===== src/pkg/ssc_pkg.sv =====
// Shared constants and types for the safeguard state controller.
// Assumes a single 125 MHz system clock; all timing is derived from it.
`default_nettype none
package ssc_pkg;
  // ==========================================================
  // Timing
  localparam int CLK_MHZ  = 125;
  localparam int SCAN_MS  = 40;
  // One scan period counted in system clock cycles.
  localparam int SCAN_CYC = SCAN_MS * CLK_MHZ * 1000;
  localparam logic [4:0] SCAN_MIN   = 5'h02;
  localparam logic [4:0] SCAN_MAX   = 5'h11;
  // Scan counts from this value up show a zero second digit.
  localparam logic [4:0] SCAN_ZDIG  = 5'h0a;
  // The fault indicator toggles after this many scans.
  localparam logic [3:0] FLASH_SCANS = 4'h5;
  // ==========================================================
  // Output levels and display digits
  localparam logic [1:0] PAIR_OFF     = 2'h0;
  localparam logic [1:0] PAIR_ON      = 2'h3;
  localparam logic [3:0] DIG_ILK_HI   = 4'h0;
  localparam logic [3:0] DIG_ILK_LO   = 4'h1;
  localparam logic [3:0] DIG_FAULT_HI = 4'h5;
  localparam logic [3:0] DIG_UNION    = 4'ha;
  localparam logic [3:0] DIG_ZERO     = 4'h0;
  localparam logic [3:0] DIG_BLANK    = 4'hf;
  // ==========================================================
  // Modes and states
  typedef enum logic [1:0] {
    SSC_AUTO        = 2'h0,
    SSC_START_ILK   = 2'h1,
    SSC_RESTART_ILK = 2'h2
  } ssc_mode_t;
  typedef enum logic {
    SSC_AUX_FOLLOW = 1'h0,
    SSC_AUX_ALARM  = 1'h1
  } ssc_aux_t;
  typedef enum logic [4:0] {
    SSC_INIT  = 5'h01,
    SSC_RUN   = 5'h02,
    SSC_STOP  = 5'h04,
    SSC_ILK   = 5'h08,
    SSC_FAULT = 5'h10
  } ssc_state_t;
endpackage
`default_nettype wire


===== src/pkg/ssc_link_if.sv =====
// Signals passed between the controller and its two helper blocks.
// Assumes all three run on the same clock and reset.
`timescale 1ns/1ns
`default_nettype none
interface ssc_link_if;
  logic       start_pulse;
  logic       arm;
  logic [4:0] scans;
  logic       expired;
  logic       scan_tick;
  modport det (output start_pulse);
  modport tmr (input arm, input scans, output expired, output scan_tick);
  modport ctl (input start_pulse, output arm, output scans,
               input expired, input scan_tick);
endinterface
`default_nettype wire


===== src/rtl/ssc_start_detect.sv =====
// Start button press-and-release detector.
// Assumes the button input is already synchronous and debounced.
`timescale 1ns/1ns
`default_nettype none
module ssc_start_detect (
  input  wire logic clk_in,
  input  wire logic nrst_in,
  input  wire logic start_btn_in,
  ssc_link_if.det   lnk
);
  import ssc_pkg::*;

  logic armed_q, armed_d;
  logic pressed_q, pressed_d;
  logic pulse_q, pulse_d;

  // ==========================================================
  // Press tracking
  // A press counts only once the button was first seen released, so a
  // button held through reset never yields a start.
  always_comb
  begin
    armed_d   = armed_q | ~start_btn_in;
    pressed_d = pressed_q;
    pulse_d   = 1'b0;
    if (start_btn_in && armed_q)
      pressed_d = 1'b1;
    if (!start_btn_in && pressed_q)
    begin
      pressed_d = 1'b0;
      pulse_d   = 1'b1;
    end
  end

  // Registers only.
  always_ff @(posedge clk_in or negedge nrst_in)
  begin
    if (!nrst_in)
    begin
      armed_q   <= 1'b0;
      pressed_q <= 1'b0;
      pulse_q   <= 1'b0;
    end
    else
    begin
      armed_q   <= armed_d;
      pressed_q <= pressed_d;
      pulse_q   <= pulse_d;
    end
  end

  assign lnk.start_pulse = pulse_q;
endmodule
`default_nettype wire


===== src/rtl/ssc_resp_timer.sv =====
// Response time counter and free-running scan tick.
// Assumes scans is already clamped to the legal range by the caller.
`timescale 1ns/1ns
`default_nettype none
module ssc_resp_timer #(
  parameter int SCAN_CYC = ssc_pkg::SCAN_CYC
) (
  input  wire logic clk_in,
  input  wire logic nrst_in,
  ssc_link_if.tmr   lnk
);
  import ssc_pkg::*;

  logic [31:0] resp_q, resp_d;
  logic [31:0] tick_q, tick_d;
  logic        exp_q, exp_d;
  logic        stb_q, stb_d;
  logic [31:0] limit;

  assign limit = 32'(lnk.scans) * 32'(SCAN_CYC);

  // ==========================================================
  // Counters
  // The response count restarts whenever the intrusion drops, so only an
  // unbroken intrusion for the whole response time turns the outputs off.
  always_comb
  begin
    resp_d = 32'h0;
    exp_d  = 1'b0;
    if (lnk.arm)
    begin
      if (resp_q >= limit - 32'h1)
        exp_d = 1'b1;
      else
        resp_d = resp_q + 32'h1;
    end
    stb_d  = (tick_q == 32'(SCAN_CYC - 1));
    tick_d = stb_d ? 32'h0 : tick_q + 32'h1;
  end

  // Registers only.
  always_ff @(posedge clk_in or negedge nrst_in)
  begin
    if (!nrst_in)
    begin
      resp_q <= 32'h0;
      tick_q <= 32'h0;
      exp_q  <= 1'b0;
      stb_q  <= 1'b0;
    end
    else
    begin
      resp_q <= resp_d;
      tick_q <= tick_d;
      exp_q  <= exp_d;
      stb_q  <= stb_d;
    end
  end

  assign lnk.expired   = exp_q;
  assign lnk.scan_tick = stb_q;
endmodule
`default_nettype wire


===== src/rtl/ssc_ctrl.sv =====
// Operating-state controller: run, stop, interlock and fault.
// Assumes all inputs are synchronous to clk_in and the self-test engine
// reports done and fail as levels.
//
// Contract
// - Run drives both safety outputs on, green lit, start button ignored.
// - Stop holds safety outputs off, red lit, auxiliary per its mode.
// - Interlock: outputs off, red and yellow lit, code 01, needs clear and start.
// - Fault: outputs off, red lit, yellow flashing, code 5X.
// - Auxiliary on in fault only in alarm mode, else off.
// - Fault holds until the fault is corrected; start cannot clear it.
// - Run shows the zone and response status code.
// - Automatic start powers up off, self-tests, then runs if zone clear.
// - Intrusion in run stops within response time, stays while intrusion persists.
// - Automatic mode returns from stop to run when zone clears.
// - Start interlock powers up to interlock, or stop then interlock.
// - Safety outputs off during tests, initialization and entry to interlock.
// - Interlock to run only after a full start press and release.
// - Start interlock mode, after running, returns stop to run by itself.
// - Restart mode powers up to stop while intruded, interlock when clear.
// - Restart mode goes stop to interlock on clear, needs fresh start.
// - Auxiliary follows safety outputs or marks fault, per its mode.
// - Response time is scan count 2 to 17 times 40 ms.
`timescale 1ns/1ns
`default_nettype none
module ssc_ctrl #(
  parameter int SCAN_CYC = ssc_pkg::SCAN_CYC
) (
  input  wire logic               clk_in,
  input  wire logic               nrst_in,
  input  wire logic               safety_zone_in,
  input  wire logic               warn_zone_in,
  input  wire logic               selftest_done_in,
  input  wire logic               selftest_fail_in,
  input  wire logic [3:0]         fault_code_in,
  input  wire logic               start_btn_in,
  input  wire ssc_pkg::ssc_mode_t start_mode_in,
  input  wire ssc_pkg::ssc_aux_t  aux_mode_in,
  input  wire logic [4:0]         scan_count_in,
  input  wire logic [1:0]         zone_set_in,
  output logic [1:0]              safety_output_pair_out,
  output logic                    run_led_out,
  output logic                    stop_led_out,
  output logic                    ilk_led_out,
  output logic                    aux_out,
  output logic                    warn_out,
  output logic [3:0]              diag_hi_out,
  output logic [3:0]              diag_lo_out
);
  import ssc_pkg::*;

  ssc_link_if lnk ();

  ssc_state_t  state_q, state_d;
  logic        ran_q, ran_d;
  logic        flash_q, flash_d;
  logic [3:0]  fcnt_q, fcnt_d;
  logic [1:0]  pair_q, pair_d;
  logic        run_q, run_d;
  logic        stop_q, stop_d;
  logic        ilk_q, ilk_d;
  logic        aux_q, aux_d;
  logic        warn_q, warn_d;
  logic [3:0]  dhi_q, dhi_d;
  logic [3:0]  dlo_q, dlo_d;
  logic [4:0]  scans;

  // ==========================================================
  // Helpers
  // Out-of-range scan settings are clamped rather than rejected, so a bad
  // setting can never shorten the response below two scans.
  function automatic logic [4:0] clamp_scans(input logic [4:0] s);
    if (s < SCAN_MIN)
      return SCAN_MIN;
    if (s > SCAN_MAX)
      return SCAN_MAX;
    return s;
  endfunction

  // First status digit from the active zone set.
  function automatic logic [3:0] zone_digit(input logic [1:0] z);
    case (z)
      2'h1:    return 4'h1;
      2'h2:    return 4'h2;
      2'h3:    return DIG_UNION;
      default: return DIG_BLANK;
    endcase
  endfunction

  // Second status digit from the scan count; long times show zero.
  function automatic logic [3:0] scan_digit(input logic [4:0] s);
    if (s >= SCAN_ZDIG)
      return DIG_ZERO;
    return s[3:0];
  endfunction

  assign scans     = clamp_scans(scan_count_in);
  assign lnk.scans = scans;

  assign lnk.arm = (state_q == SSC_RUN) && safety_zone_in;

  // ==========================================================
  // Helper blocks
  ssc_start_detect u_start (
    .clk_in       (clk_in),
    .nrst_in      (nrst_in),
    .start_btn_in (start_btn_in),
    .lnk          (lnk.det)
  );

  ssc_resp_timer #(
    .SCAN_CYC (SCAN_CYC)
  ) u_timer (
    .clk_in  (clk_in),
    .nrst_in (nrst_in),
    .lnk     (lnk.tmr)
  );

  // ==========================================================
  // State machine next state
  // A fault outranks every other event. Leaving fault goes back through
  // initialization so the self-tests are judged afresh.
  always_comb
  begin
    state_d = state_q;
    ran_d   = ran_q;
    case (state_q)
      SSC_INIT:
      begin
        ran_d = 1'b0;
        if (selftest_fail_in)
          state_d = SSC_FAULT;
        else if (selftest_done_in)
        begin
          if (safety_zone_in)
            state_d = SSC_STOP;
          else if (start_mode_in == SSC_AUTO)
            state_d = SSC_RUN;
          else
            state_d = SSC_ILK;
        end
      end
      SSC_RUN:
      begin
        if (selftest_fail_in)
          state_d = SSC_FAULT;
        else if (lnk.expired)
          state_d = SSC_STOP;
      end
      SSC_STOP:
      begin
        if (selftest_fail_in)
          state_d = SSC_FAULT;
        else if (!safety_zone_in)
        begin
          if (start_mode_in == SSC_AUTO)
            state_d = SSC_RUN;
          else if (start_mode_in == SSC_START_ILK && ran_q)
            state_d = SSC_RUN;
          else
            state_d = SSC_ILK;
        end
      end
      SSC_ILK:
      begin
        if (selftest_fail_in)
          state_d = SSC_FAULT;
        else if (lnk.start_pulse && !safety_zone_in)
          state_d = SSC_RUN;
      end
      SSC_FAULT:
      begin
        if (!selftest_fail_in)
          state_d = SSC_INIT;
      end
      default:
        state_d = SSC_FAULT;
    endcase
    if (state_d == SSC_RUN)
      ran_d = 1'b1;
  end

  // Registers only.
  always_ff @(posedge clk_in or negedge nrst_in)
  begin
    if (!nrst_in)
    begin
      state_q <= SSC_INIT;
      ran_q   <= 1'b0;
    end
    else
    begin
      state_q <= state_d;
      ran_q   <= ran_d;
    end
  end

  // ==========================================================
  // Outputs, computed from the next state so the pins line up with state_q
  always_comb
  begin
    fcnt_d  = fcnt_q;
    flash_d = flash_q;
    if (lnk.scan_tick)
    begin
      if (fcnt_q >= FLASH_SCANS - 4'h1)
      begin
        fcnt_d  = 4'h0;
        flash_d = ~flash_q;
      end
      else
        fcnt_d = fcnt_q + 4'h1;
    end
    warn_d = warn_zone_in;
    pair_d = PAIR_OFF;
    run_d  = 1'b0;
    stop_d = 1'b1;
    ilk_d  = 1'b0;
    dhi_d  = DIG_BLANK;
    dlo_d  = DIG_BLANK;
    case (state_d)
      SSC_RUN:
      begin
        pair_d = PAIR_ON;
        run_d  = 1'b1;
        stop_d = 1'b0;
        dhi_d  = zone_digit(zone_set_in);
        dlo_d  = scan_digit(scans);
      end
      SSC_ILK:
      begin
        ilk_d = 1'b1;
        dhi_d = DIG_ILK_HI;
        dlo_d = DIG_ILK_LO;
      end
      SSC_FAULT:
      begin
        ilk_d = flash_q;
        dhi_d = DIG_FAULT_HI;
        dlo_d = fault_code_in;
      end
      default:
        pair_d = PAIR_OFF;
    endcase
    if (aux_mode_in == SSC_AUX_ALARM)
      aux_d = (state_d == SSC_FAULT);
    else
      aux_d = (pair_d == PAIR_ON);
  end

  // Registers only; every pin comes straight from one of these.
  always_ff @(posedge clk_in or negedge nrst_in)
  begin
    if (!nrst_in)
    begin
      fcnt_q  <= 4'h0;
      flash_q <= 1'b0;
      warn_q  <= 1'b0;
      pair_q  <= PAIR_OFF;
      run_q   <= 1'b0;
      stop_q  <= 1'b1;
      ilk_q   <= 1'b0;
      aux_q   <= 1'b0;
      dhi_q   <= DIG_BLANK;
      dlo_q   <= DIG_BLANK;
    end
    else
    begin
      fcnt_q  <= fcnt_d;
      flash_q <= flash_d;
      warn_q  <= warn_d;
      pair_q  <= pair_d;
      run_q   <= run_d;
      stop_q  <= stop_d;
      ilk_q   <= ilk_d;
      aux_q   <= aux_d;
      dhi_q   <= dhi_d;
      dlo_q   <= dlo_d;
    end
  end

  assign safety_output_pair_out = pair_q;
  assign run_led_out            = run_q;
  assign stop_led_out           = stop_q;
  assign ilk_led_out            = ilk_q;
  assign aux_out                = aux_q;
  assign warn_out               = warn_q;
  assign diag_hi_out            = dhi_q;
  assign diag_lo_out            = dlo_q;
endmodule
`default_nettype wire


===== config.mk =====
export PLATFORM = sky130hd
export DESIGN_NAME = ssc_ctrl
export DESIGN_NICKNAME = d
export VERILOG_FILES = /design/src/pkg/ssc_pkg.sv /design/src/pkg/ssc_link_if.sv /design/src/rtl/ssc_start_detect.sv /design/src/rtl/ssc_resp_timer.sv /design/src/rtl/ssc_ctrl.sv
export SDC_FILE = /design/constraint.sdc
export NUM_CORES = 1
export LEC_CHECK = 0
export BUFFER_PORTS_ARGS = -buffer_cell sky130_fd_sc_hd__buf_2
export CAP_MARGIN = 20
export CORE_MARGIN = 2
export CORE_UTILIZATION = 30
export DETAILED_ROUTE_END_ITERATION = 10
export GPL_ROUTABILITY_DRIVEN = 0
export PLACE_DENSITY_LB_ADDON = 0.3
export SKIP_LAST_GASP = 1
export SLEW_MARGIN = 10
export SYNTH_ARGS = -nofsm -noshare
export SYNTH_HDL_FRONTEND = slang
export SYNTH_SLANG_ARGS = --single-unit

===== constraint.sdc =====
create_clock -name clk_in -period 3.6 [get_ports clk_in]
set_input_delay 0.36 -clock clk_in [delete_from_list [all_inputs] [get_ports clk_in]]
set_output_delay 0.36 -clock clk_in [all_outputs]
set_load 0.03 [all_outputs]

==> results of run 1 <==
cells by family (layout without fill, tap and decap cells):
| logic type | Yosys count | after routing |
|---|---|---|
| compound gates | 101 | 101 |
| xor+xnor | 97 | 97 |
| fa+ha+maj | 83 | 83 |
| buf+inv | 45 | 201 |
| flops | 93 | 93 |
| mux | 3 | 3 |
| simple gates | 284 | 284 |
cells in the mapped netlist, types with 3 or more instances:
cell	number	area share (%)
a31oi_1	3	0.28
and4_1	6	0.78
nor2b_1	14	1.3
nand3_1	43	3.2
a221o_1	5	0.75
o22ai_1	3	0.28
mux2i_1	3	0.45
nor3_1	24	1.8
fa_1	4	1.2
nor4_1	4	0.37
nand2b_1	6	0.56
o211ai_1	5	0.56
a21o_1	13	1.5
or2_2	4	0.37
ha_1	78	15
and3_1	16	1.5
xor2_1	40	5.2
xnor2_1	56	7.3
nor3b_1	4	0.45
o21bai_1	3	0.34
o21a_1	6	0.67
nand2_1	43	2.4
clkbuf_1	11	0.62
dfstp_2	10	3.9
nand4_1	23	2.1
or3_1	5	0.47
and2_1	4	0.37
a21oi_1	22	1.6
inv_1	27	1.5
nor2_1	69	3.9
dfrtp_1	83	31
or4_1	3	0.34
o21ai_0	16	1.2
power breakdown:
group          switching (mW)  internal [mW]  total, mW
Combinational           0.543          0.537       1.08
Clock                   0.411          0.704       1.12
Sequential             0.0272           1.10       1.12
Total                   0.981           2.34       3.32
area by class of cell:
class / count / area (um2)
flip-flops and latches: 93 / 2340
repair buffers: 158 / 1180
fillers: 2162 / 13000
well taps: 280 / 350
multi-input cells: 568 / 4600
inverters: 27 / 101
clock buffers: 10 / 239
clock inverters: 6 / 116
stage by stage:
step	total power, mW	setup TNS [ns]
2_1_floorplan	1.73	-49.85
3_3_place_gp	2.12	-60.18
3_5_place_dp	2.12	-61.68
4_1_cts	3.30	-46.53
5_1_grt	3.52	-52.67
6_report	3.32	-45.83
critical path, delay by kind of cell:
kind | cells | cell delay, ns
fa+ha+maj | 5 | 1.43
compound gates | 7 | 1.20
xor+xnor | 2 | 0.24
buf+inv | 3 | 0.46
simple gates | 6 | 1.64
state kept, by name, indices dropped and copies added (netlist names):
register / flops
warn_out: 1
safety_output_pair_out: 1
u_timer.lnk.expired: 1
ran_q: 1
diag_lo_out: 4
fcnt_q: 4
diag_hi_out: 4
stop_led_out: 1
ilk_led_out: 1
u_timer.resp_q: 32
u_timer.tick_q: 32
u_start.armed_q: 1
u_timer.lnk.scan_tick: 1
flash_q: 1
u_start.lnk.start_pulse: 1
aux_out: 1
u_start.pressed_q: 1
state_q: 5
layer usage:
layer,vias up,routed length [um],GRT usage [%]
li1,2821,-,-
met1,2662,7630,18.7
met2,67,7620,21.8
met3,14,325,1.96
met4,0,320,3.98
met5,-,0,0
final timing paths:
path	cells after the start	start	endpoint	slack, ns
setup / recovery	23	scan_count_in[4]	u_timer.resp_q[22]	-1.45
hold / removal	1	nrst_in	u_timer.tick_q[2]	0.1
setup reg to reg	9	u_timer.resp_q[15]	u_timer.resp_q[22]	0.93
hold reg to reg	1	u_timer.tick_q[31]	u_timer.tick_q[31]	0.48
max in group asynchronous	2	nrst_in	diag_lo_out[1]	2.69
min in group clk_in	1	warn_zone_in	warn_out	0.13
what timing repair did:
action                                  in CTS  in global routing
pin swaps                                   11                 39
endpoints found under the setup margin      33                 33
cloned                                       1                  1
gates resized for setup                     25                 51
setup buffers                                3                  9
==> results.sh, run 1 <==
export IMPL_ys_ff_latch=93
export IMPL_crit_fanout=5
export IMPL_clk_pin_slew_ns=0.07
export IMPL_slew_viol_final=0
export IMPL_synth_top_family_by_area="simple AND/OR/NAND/NOR gates"
export IMPL_synth_mux_area_share_pct=0.448
export IMPL_fin_nets=960
export IMPL_avgSynthCellArea_um2=9.49
export IMPL_rsz0062_at_grt="true"
export IMPL_detail_route_antenna_nets=0
export IMPL_coreArea_mm2=0.0219
export IMPL_critPathLaunchType="input pin"
export IMPL_place_area_mm2=0.00810
export IMPL_irDropWorstVdd_uv=238
export IMPL_yosysWarnings=0
export IMPL_min_period_over_period_pct=140
export IMPL_area_growth_synth_to_final_pct=33.2
export IMPL_violations="negative setup slack"
export IMPL_finalCriticalPeriod_ns=5.05
export IMPL_drtPass1Iterations=4
export IMPL_fin_area_mm2=0.00893
export IMPL_wl_per_cell_um=13.9
export IMPL_final_common_cell="buf_4"
export IMPL_synth_compound_area_share_pct=10.7
export IMPL_powerDensity_mw_per_mm2=372
export IMPL_power_leakage_nw=4.07
export IMPL_postCtsHoldBufs=0
export IMPL_synth_cells=706
export IMPL_cts_tree="yes"
export IMPL_worstMarginPinSlew_ns=0.799
export IMPL_ys_seq_area_share_pct=34.9
export IMPL_yosys_area_share_simple_pct=22.3
export IMPL_finalHoldViolCount=0
export IMPL_cap_viol_max_count=0
export IMPL_critPathRequiredTime_ns=3.88
export IMPL_skew_ns=0.00924
export IMPL_synthAdderAreaFrac_pct=15.9
export IMPL_num_io_pins=36
export IMPL_die_x_um=153
export IMPL_wirelength_um=15900
export IMPL_rows=54
export IMPL_slowest_delay_ns=0.53
export IMPL_track_usage_pct=13.4
export IMPL_final_cells=1142
export IMPL_diodes=0
export IMPL_async_flop_share_pct=100
export IMPL_via_per_inst=4.87
export IMPL_drt_iter0_markers=254
export IMPL_mostFrequentLayoutCells="116 x buf_4, 83 x dfrtp_1, 67 x ha_1"
export IMPL_fmax_mhz=198
export IMPL_syn_num_nets=809
export IMPL_numCtsBuffers=9
export IMPL_cts_max_path_buffers=2
export IMPL_synth_area_mm2=0.00670
export IMPL_max_slew_margin_pct=46.8
export IMPL_io_buffers=35
export IMPL_htree_levels=3
export IMPL_setup_viol=33
export IMPL_die_area_mm2=0.0235
export IMPL_synth_edf_count=0
export IMPL_grt_pass1_wl_um=26200
export IMPL_first_global_vias=5319
export IMPL_path_cells="buf_2 > nor2b_4 > buf_12 > ha_4 > fa_1 > ha_4 > ha_4 > or2_2 > o21ai_2 > xnor2_1 > or3_4 > and4bb_4 > xor2_2 > ha_1 > a21o_1 > a21o_1 > a21o_1 > a21o_1 > a221o_1 > a41o_1 > or2_4 > clkbuf_16 > nor2_4"
export IMPL_clock_sinks=93
export IMPL_crit_type="in2reg"
export IMPL_end_kind="register"
export IMPL_worstPathArrival_ns=5.32
export IMPL_antenna_found_initial=0
export IMPL_vias=5564
export IMPL_whs_ns=0.0966
export IMPL_final_layout_size_suffix_gt1_share_pct=31.3
export IMPL_initial_core_util_pct=30.6
export IMPL_synthFlopType="dfrtp_1"
export IMPL_synthXorXnorAreaFrac_pct=12.8
export IMPL_outcome="finished with violations"
export IMPL_ys_types=69
export IMPL_drc_errors=0
export IMPL_dp_hpwl_um=12100
export IMPL_worst_slack_ns=-1.45
export IMPL_crit_top_cell="a21o_1"
export IMPL_dp_cells=1112
export IMPL_clk_latency_ns=0.34
export IMPL_hold_path_class="in2async"
export IMPL_grt_remaining_overflow=0
export IMPL_cts_root_buf="clkbuf_16"
export IMPL_grt_max_degree=64
export IMPL_dp_worst_setup_slack_ns=-1.93
export IMPL_die_y_um=153
export IMPL_final_core_utilization_pct=40.8
export IMPL_worst_path_max_delay_cell="fa_1"
Note: power is estimated with default switching activity, not from simulation.
==> run 2: changes to the inputs <==
--- a/config.mk
+++ b/config.mk
@@ -5,11 +5,11 @@
 export SDC_FILE = /design/constraint.sdc
 export NUM_CORES = 1
 export LEC_CHECK = 0
-export BUFFER_PORTS_ARGS = -buffer_cell sky130_fd_sc_hd__buf_2
 export CAP_MARGIN = 20
 export CORE_MARGIN = 2
 export CORE_UTILIZATION = 30
 export DETAILED_ROUTE_END_ITERATION = 10
+export DONT_BUFFER_PORTS = 1
 export GPL_ROUTABILITY_DRIVEN = 0
 export PLACE_DENSITY_LB_ADDON = 0.3
 export SKIP_LAST_GASP = 1
==> run 2 against run 1 <==
  * The run still ends with negative setup slack left
  * Global-route usage up 0.81 points
  * Sequential share of layout area increased by 1.0 points
  * Cell count fell by 3.1%
  * Via count decreased by 2.9%
  * Non-clock buffer count fell by 37
  * Register-to-register slack better by 0.04 ns
  * Routed wire length grew 3.2%
  * Clock power decreased by 21%
  * Die area unchanged
  * Critical endpoint is now u_timer.resp_q[29]
==> results.sh, run 2 (synthesis results as in run 1) <==
export IMPL_irDropWorstVdd_uv=222
export IMPL_coreArea_mm2=0.0219
export IMPL_cap_viol_max_count=0
export IMPL_fin_nets=923
export IMPL_clock_sinks=93
export IMPL_seq_area_mm2=0.00234
export IMPL_dp_worst_setup_slack_ns=-1.78
export IMPL_die_y_um=153
export IMPL_r2r_setup_slack_ns=0.97
export IMPL_die_area_mm2=0.0235
export IMPL_min_to="warn_out"
export IMPL_rsz0062_at_grt="true"
export IMPL_hp_start="warn_zone_in"
export IMPL_final_layout_size_suffix_gt1_share_pct=26.7
export IMPL_fill_cells=2187
export IMPL_skew_ns=0.00940
export IMPL_whs_ns=0.0451
export IMPL_detail_route_antenna_nets=0
export IMPL_grt_pass1_wl_um=27400
export IMPL_finalHoldViolCount=0
export IMPL_cell_internal_pwr_mw=2.08
export IMPL_wl_per_cell_um=14.8
export IMPL_area_growth_synth_to_final_pct=28.3
export IMPL_drt_iter0_markers=258
export IMPL_critPathLaunchType="input pin"
export IMPL_htree_levels=3
export IMPL_regToRegEndpoint="diag_lo_out[2]"
export IMPL_clk_pin_slew_ns=0.07
export IMPL_fmax_mhz=203
export IMPL_max_slew_margin_pct=48.3
export IMPL_worstPathArrival_ns=5.21
export IMPL_antenna_found_initial=2
export IMPL_switchingPower_mw=0.996
export IMPL_combPwrFrac_pct=32.9
export IMPL_powerDensity_mw_per_mm2=358
export IMPL_mostFrequentLayoutCells="115 x buf_4, 83 x dfrtp_1, 64 x ha_1"
export IMPL_wirelength_um=16400
export IMPL_final_common_cell="buf_4"
export IMPL_slew_viol_final=0
export IMPL_io_buffers=0
export IMPL_whs_path_depth=0
export IMPL_multi_input_area_mm2=0.00457
export IMPL_outcome="finished with violations"
export IMPL_first_global_vias=5424
export IMPL_rows=54
export IMPL_drc_errors=0
export IMPL_finalCriticalPeriod_ns=4.94
export IMPL_final_core_utilization_pct=39.3
export IMPL_seq_power_share_pct=38.2
export IMPL_cts_tree="yes"
export IMPL_vias=5404
export IMPL_min_period_over_period_pct=137
export IMPL_hold_path_class="in2reg"
export IMPL_setup_viol=33
export IMPL_crit_fanout=6
export IMPL_clk_latency_ns=0.35
export IMPL_crit_type="in2reg"
export IMPL_violations="negative setup slack"
export IMPL_drtPass1Iterations=4
export IMPL_cts_root_buf="clkbuf_16"
export IMPL_critPathRequiredTime_ns=3.88
export IMPL_r2r_start="state_q[1]"
export IMPL_cts_max_path_buffers=2
export IMPL_via_per_inst=4.88
export IMPL_largestRegisters="u_timer.resp_q: 32 flops, u_timer.tick_q: 32 flops, state_q: 5 flops"
export IMPL_worstMarginPinSlew_ns=0.776
export IMPL_grt_remaining_overflow=0
export IMPL_worst_slack_ns=-1.34
export IMPL_numCtsBuffers=9
export IMPL_fin_setup_tns_ns=-42.10
export IMPL_grt_max_degree=94
export IMPL_r2r_cells=8
export IMPL_initial_core_util_pct=30.6
export IMPL_p_sw_share_pct=32.4
export IMPL_power_leakage_nw=3.84
export IMPL_dp_hpwl_um=12400
export IMPL_num_io_pins=36
export IMPL_end_kind="register"
export IMPL_die_x_um=153
export IMPL_p_clk_share_pct=28.9
export IMPL_track_usage_pct=14.3
run 2: changes by cell type in the layout (fill, tap and decap cells not counted), sizes merged:
cell         delta
buf            -37
clkinvlp        +4
bufinv          -3
diode           +2
clkbuf          -1
dlygate4sd3     +1
inv             -1
run 2: routing by layer:
metal / vias up / wire [um] / global-route usage, %
met5: - / 0 / 0
met4: 0 / 368 / 4.54
met3: 20 / 368 / 2.38
met2: 49 / 8050 / 24.1
met1: 2590 / 7620 / 18.6
li1: 2745 / - / -
run 2: how the worst max path moves through the flow:
stage                     start            endpoint  cells after the start
3_5_place_dp   scan_count_in[1]  u_timer.resp_q[21]                     23
6_report       scan_count_in[1]  u_timer.resp_q[29]                     22
4_1_cts        scan_count_in[1]  u_timer.resp_q[13]                     23
3_3_place_gp   scan_count_in[1]   u_timer.resp_q[0]                     23
5_1_grt        scan_count_in[1]   u_timer.resp_q[0]                     23
2_1_floorplan  scan_count_in[1]   u_timer.resp_q[0]                     22
run 2: power groups by stage:
stage               clock [mW]  combinational (mW)  sequential (mW)
finish                   0.890                1.01             1.18
global route             0.964                1.12             1.18
global placement             0               0.890             1.20
CTS                      0.917               0.961             1.18
detailed placement           0               0.894             1.20
floorplan                    0               0.548             1.18
run 2: repair_timing:
action / in CTS / in global routing
hold buffers: 2 / 0
endpoints found under the setup margin: 33 / 33
endpoints found under the hold margin: 93 / 0
buffers inserted: 8 / 7
resized for setup: 19 / 40
gates cloned: 2 / 0
pin swaps: 19 / 22
run 2: stage by stage:
stage          cells  total power, mW  instance area (um2)
6_report        1107             3.08                 8590
3_3_place_gp    1070             2.09                 7850
5_1_grt         1107             3.26                 8590
2_1_floorplan    706             1.73                 6830
3_5_place_dp    1070             2.09                 7850
4_1_cts         1098             3.05                 8330
run 2: cell type report:
type	instances	area share, %
repair buffers	121	11.0
diodes	2	0.0582
clock inverters	6	0.553
multi-input cells	568	53.2
inverters	27	1.18
clock buffers	10	2.66
well taps	280	4.08
flip-flops and latches	93	27.2
run 2: critical path: stages:
cell and delay (ns):
or3_1 0.36, maj3_2 0.37, ha_4 0.30, ha_4 0.12, inv_2 0.03, fa_2 0.39, xnor2_2 0.18, nor3b_4 0.21
nand3b_1 0.11, or3_4 0.36, and4bb_4 0.37, xor2_1 0.16, ha_1 0.26, a21o_1 0.16, a21o_1 0.15, a21o_1 0.15
a21o_1 0.15, a221o_1 0.31, a41o_1 0.19, or2_4 0.27, buf_6 0.15, nor2_1 0.10
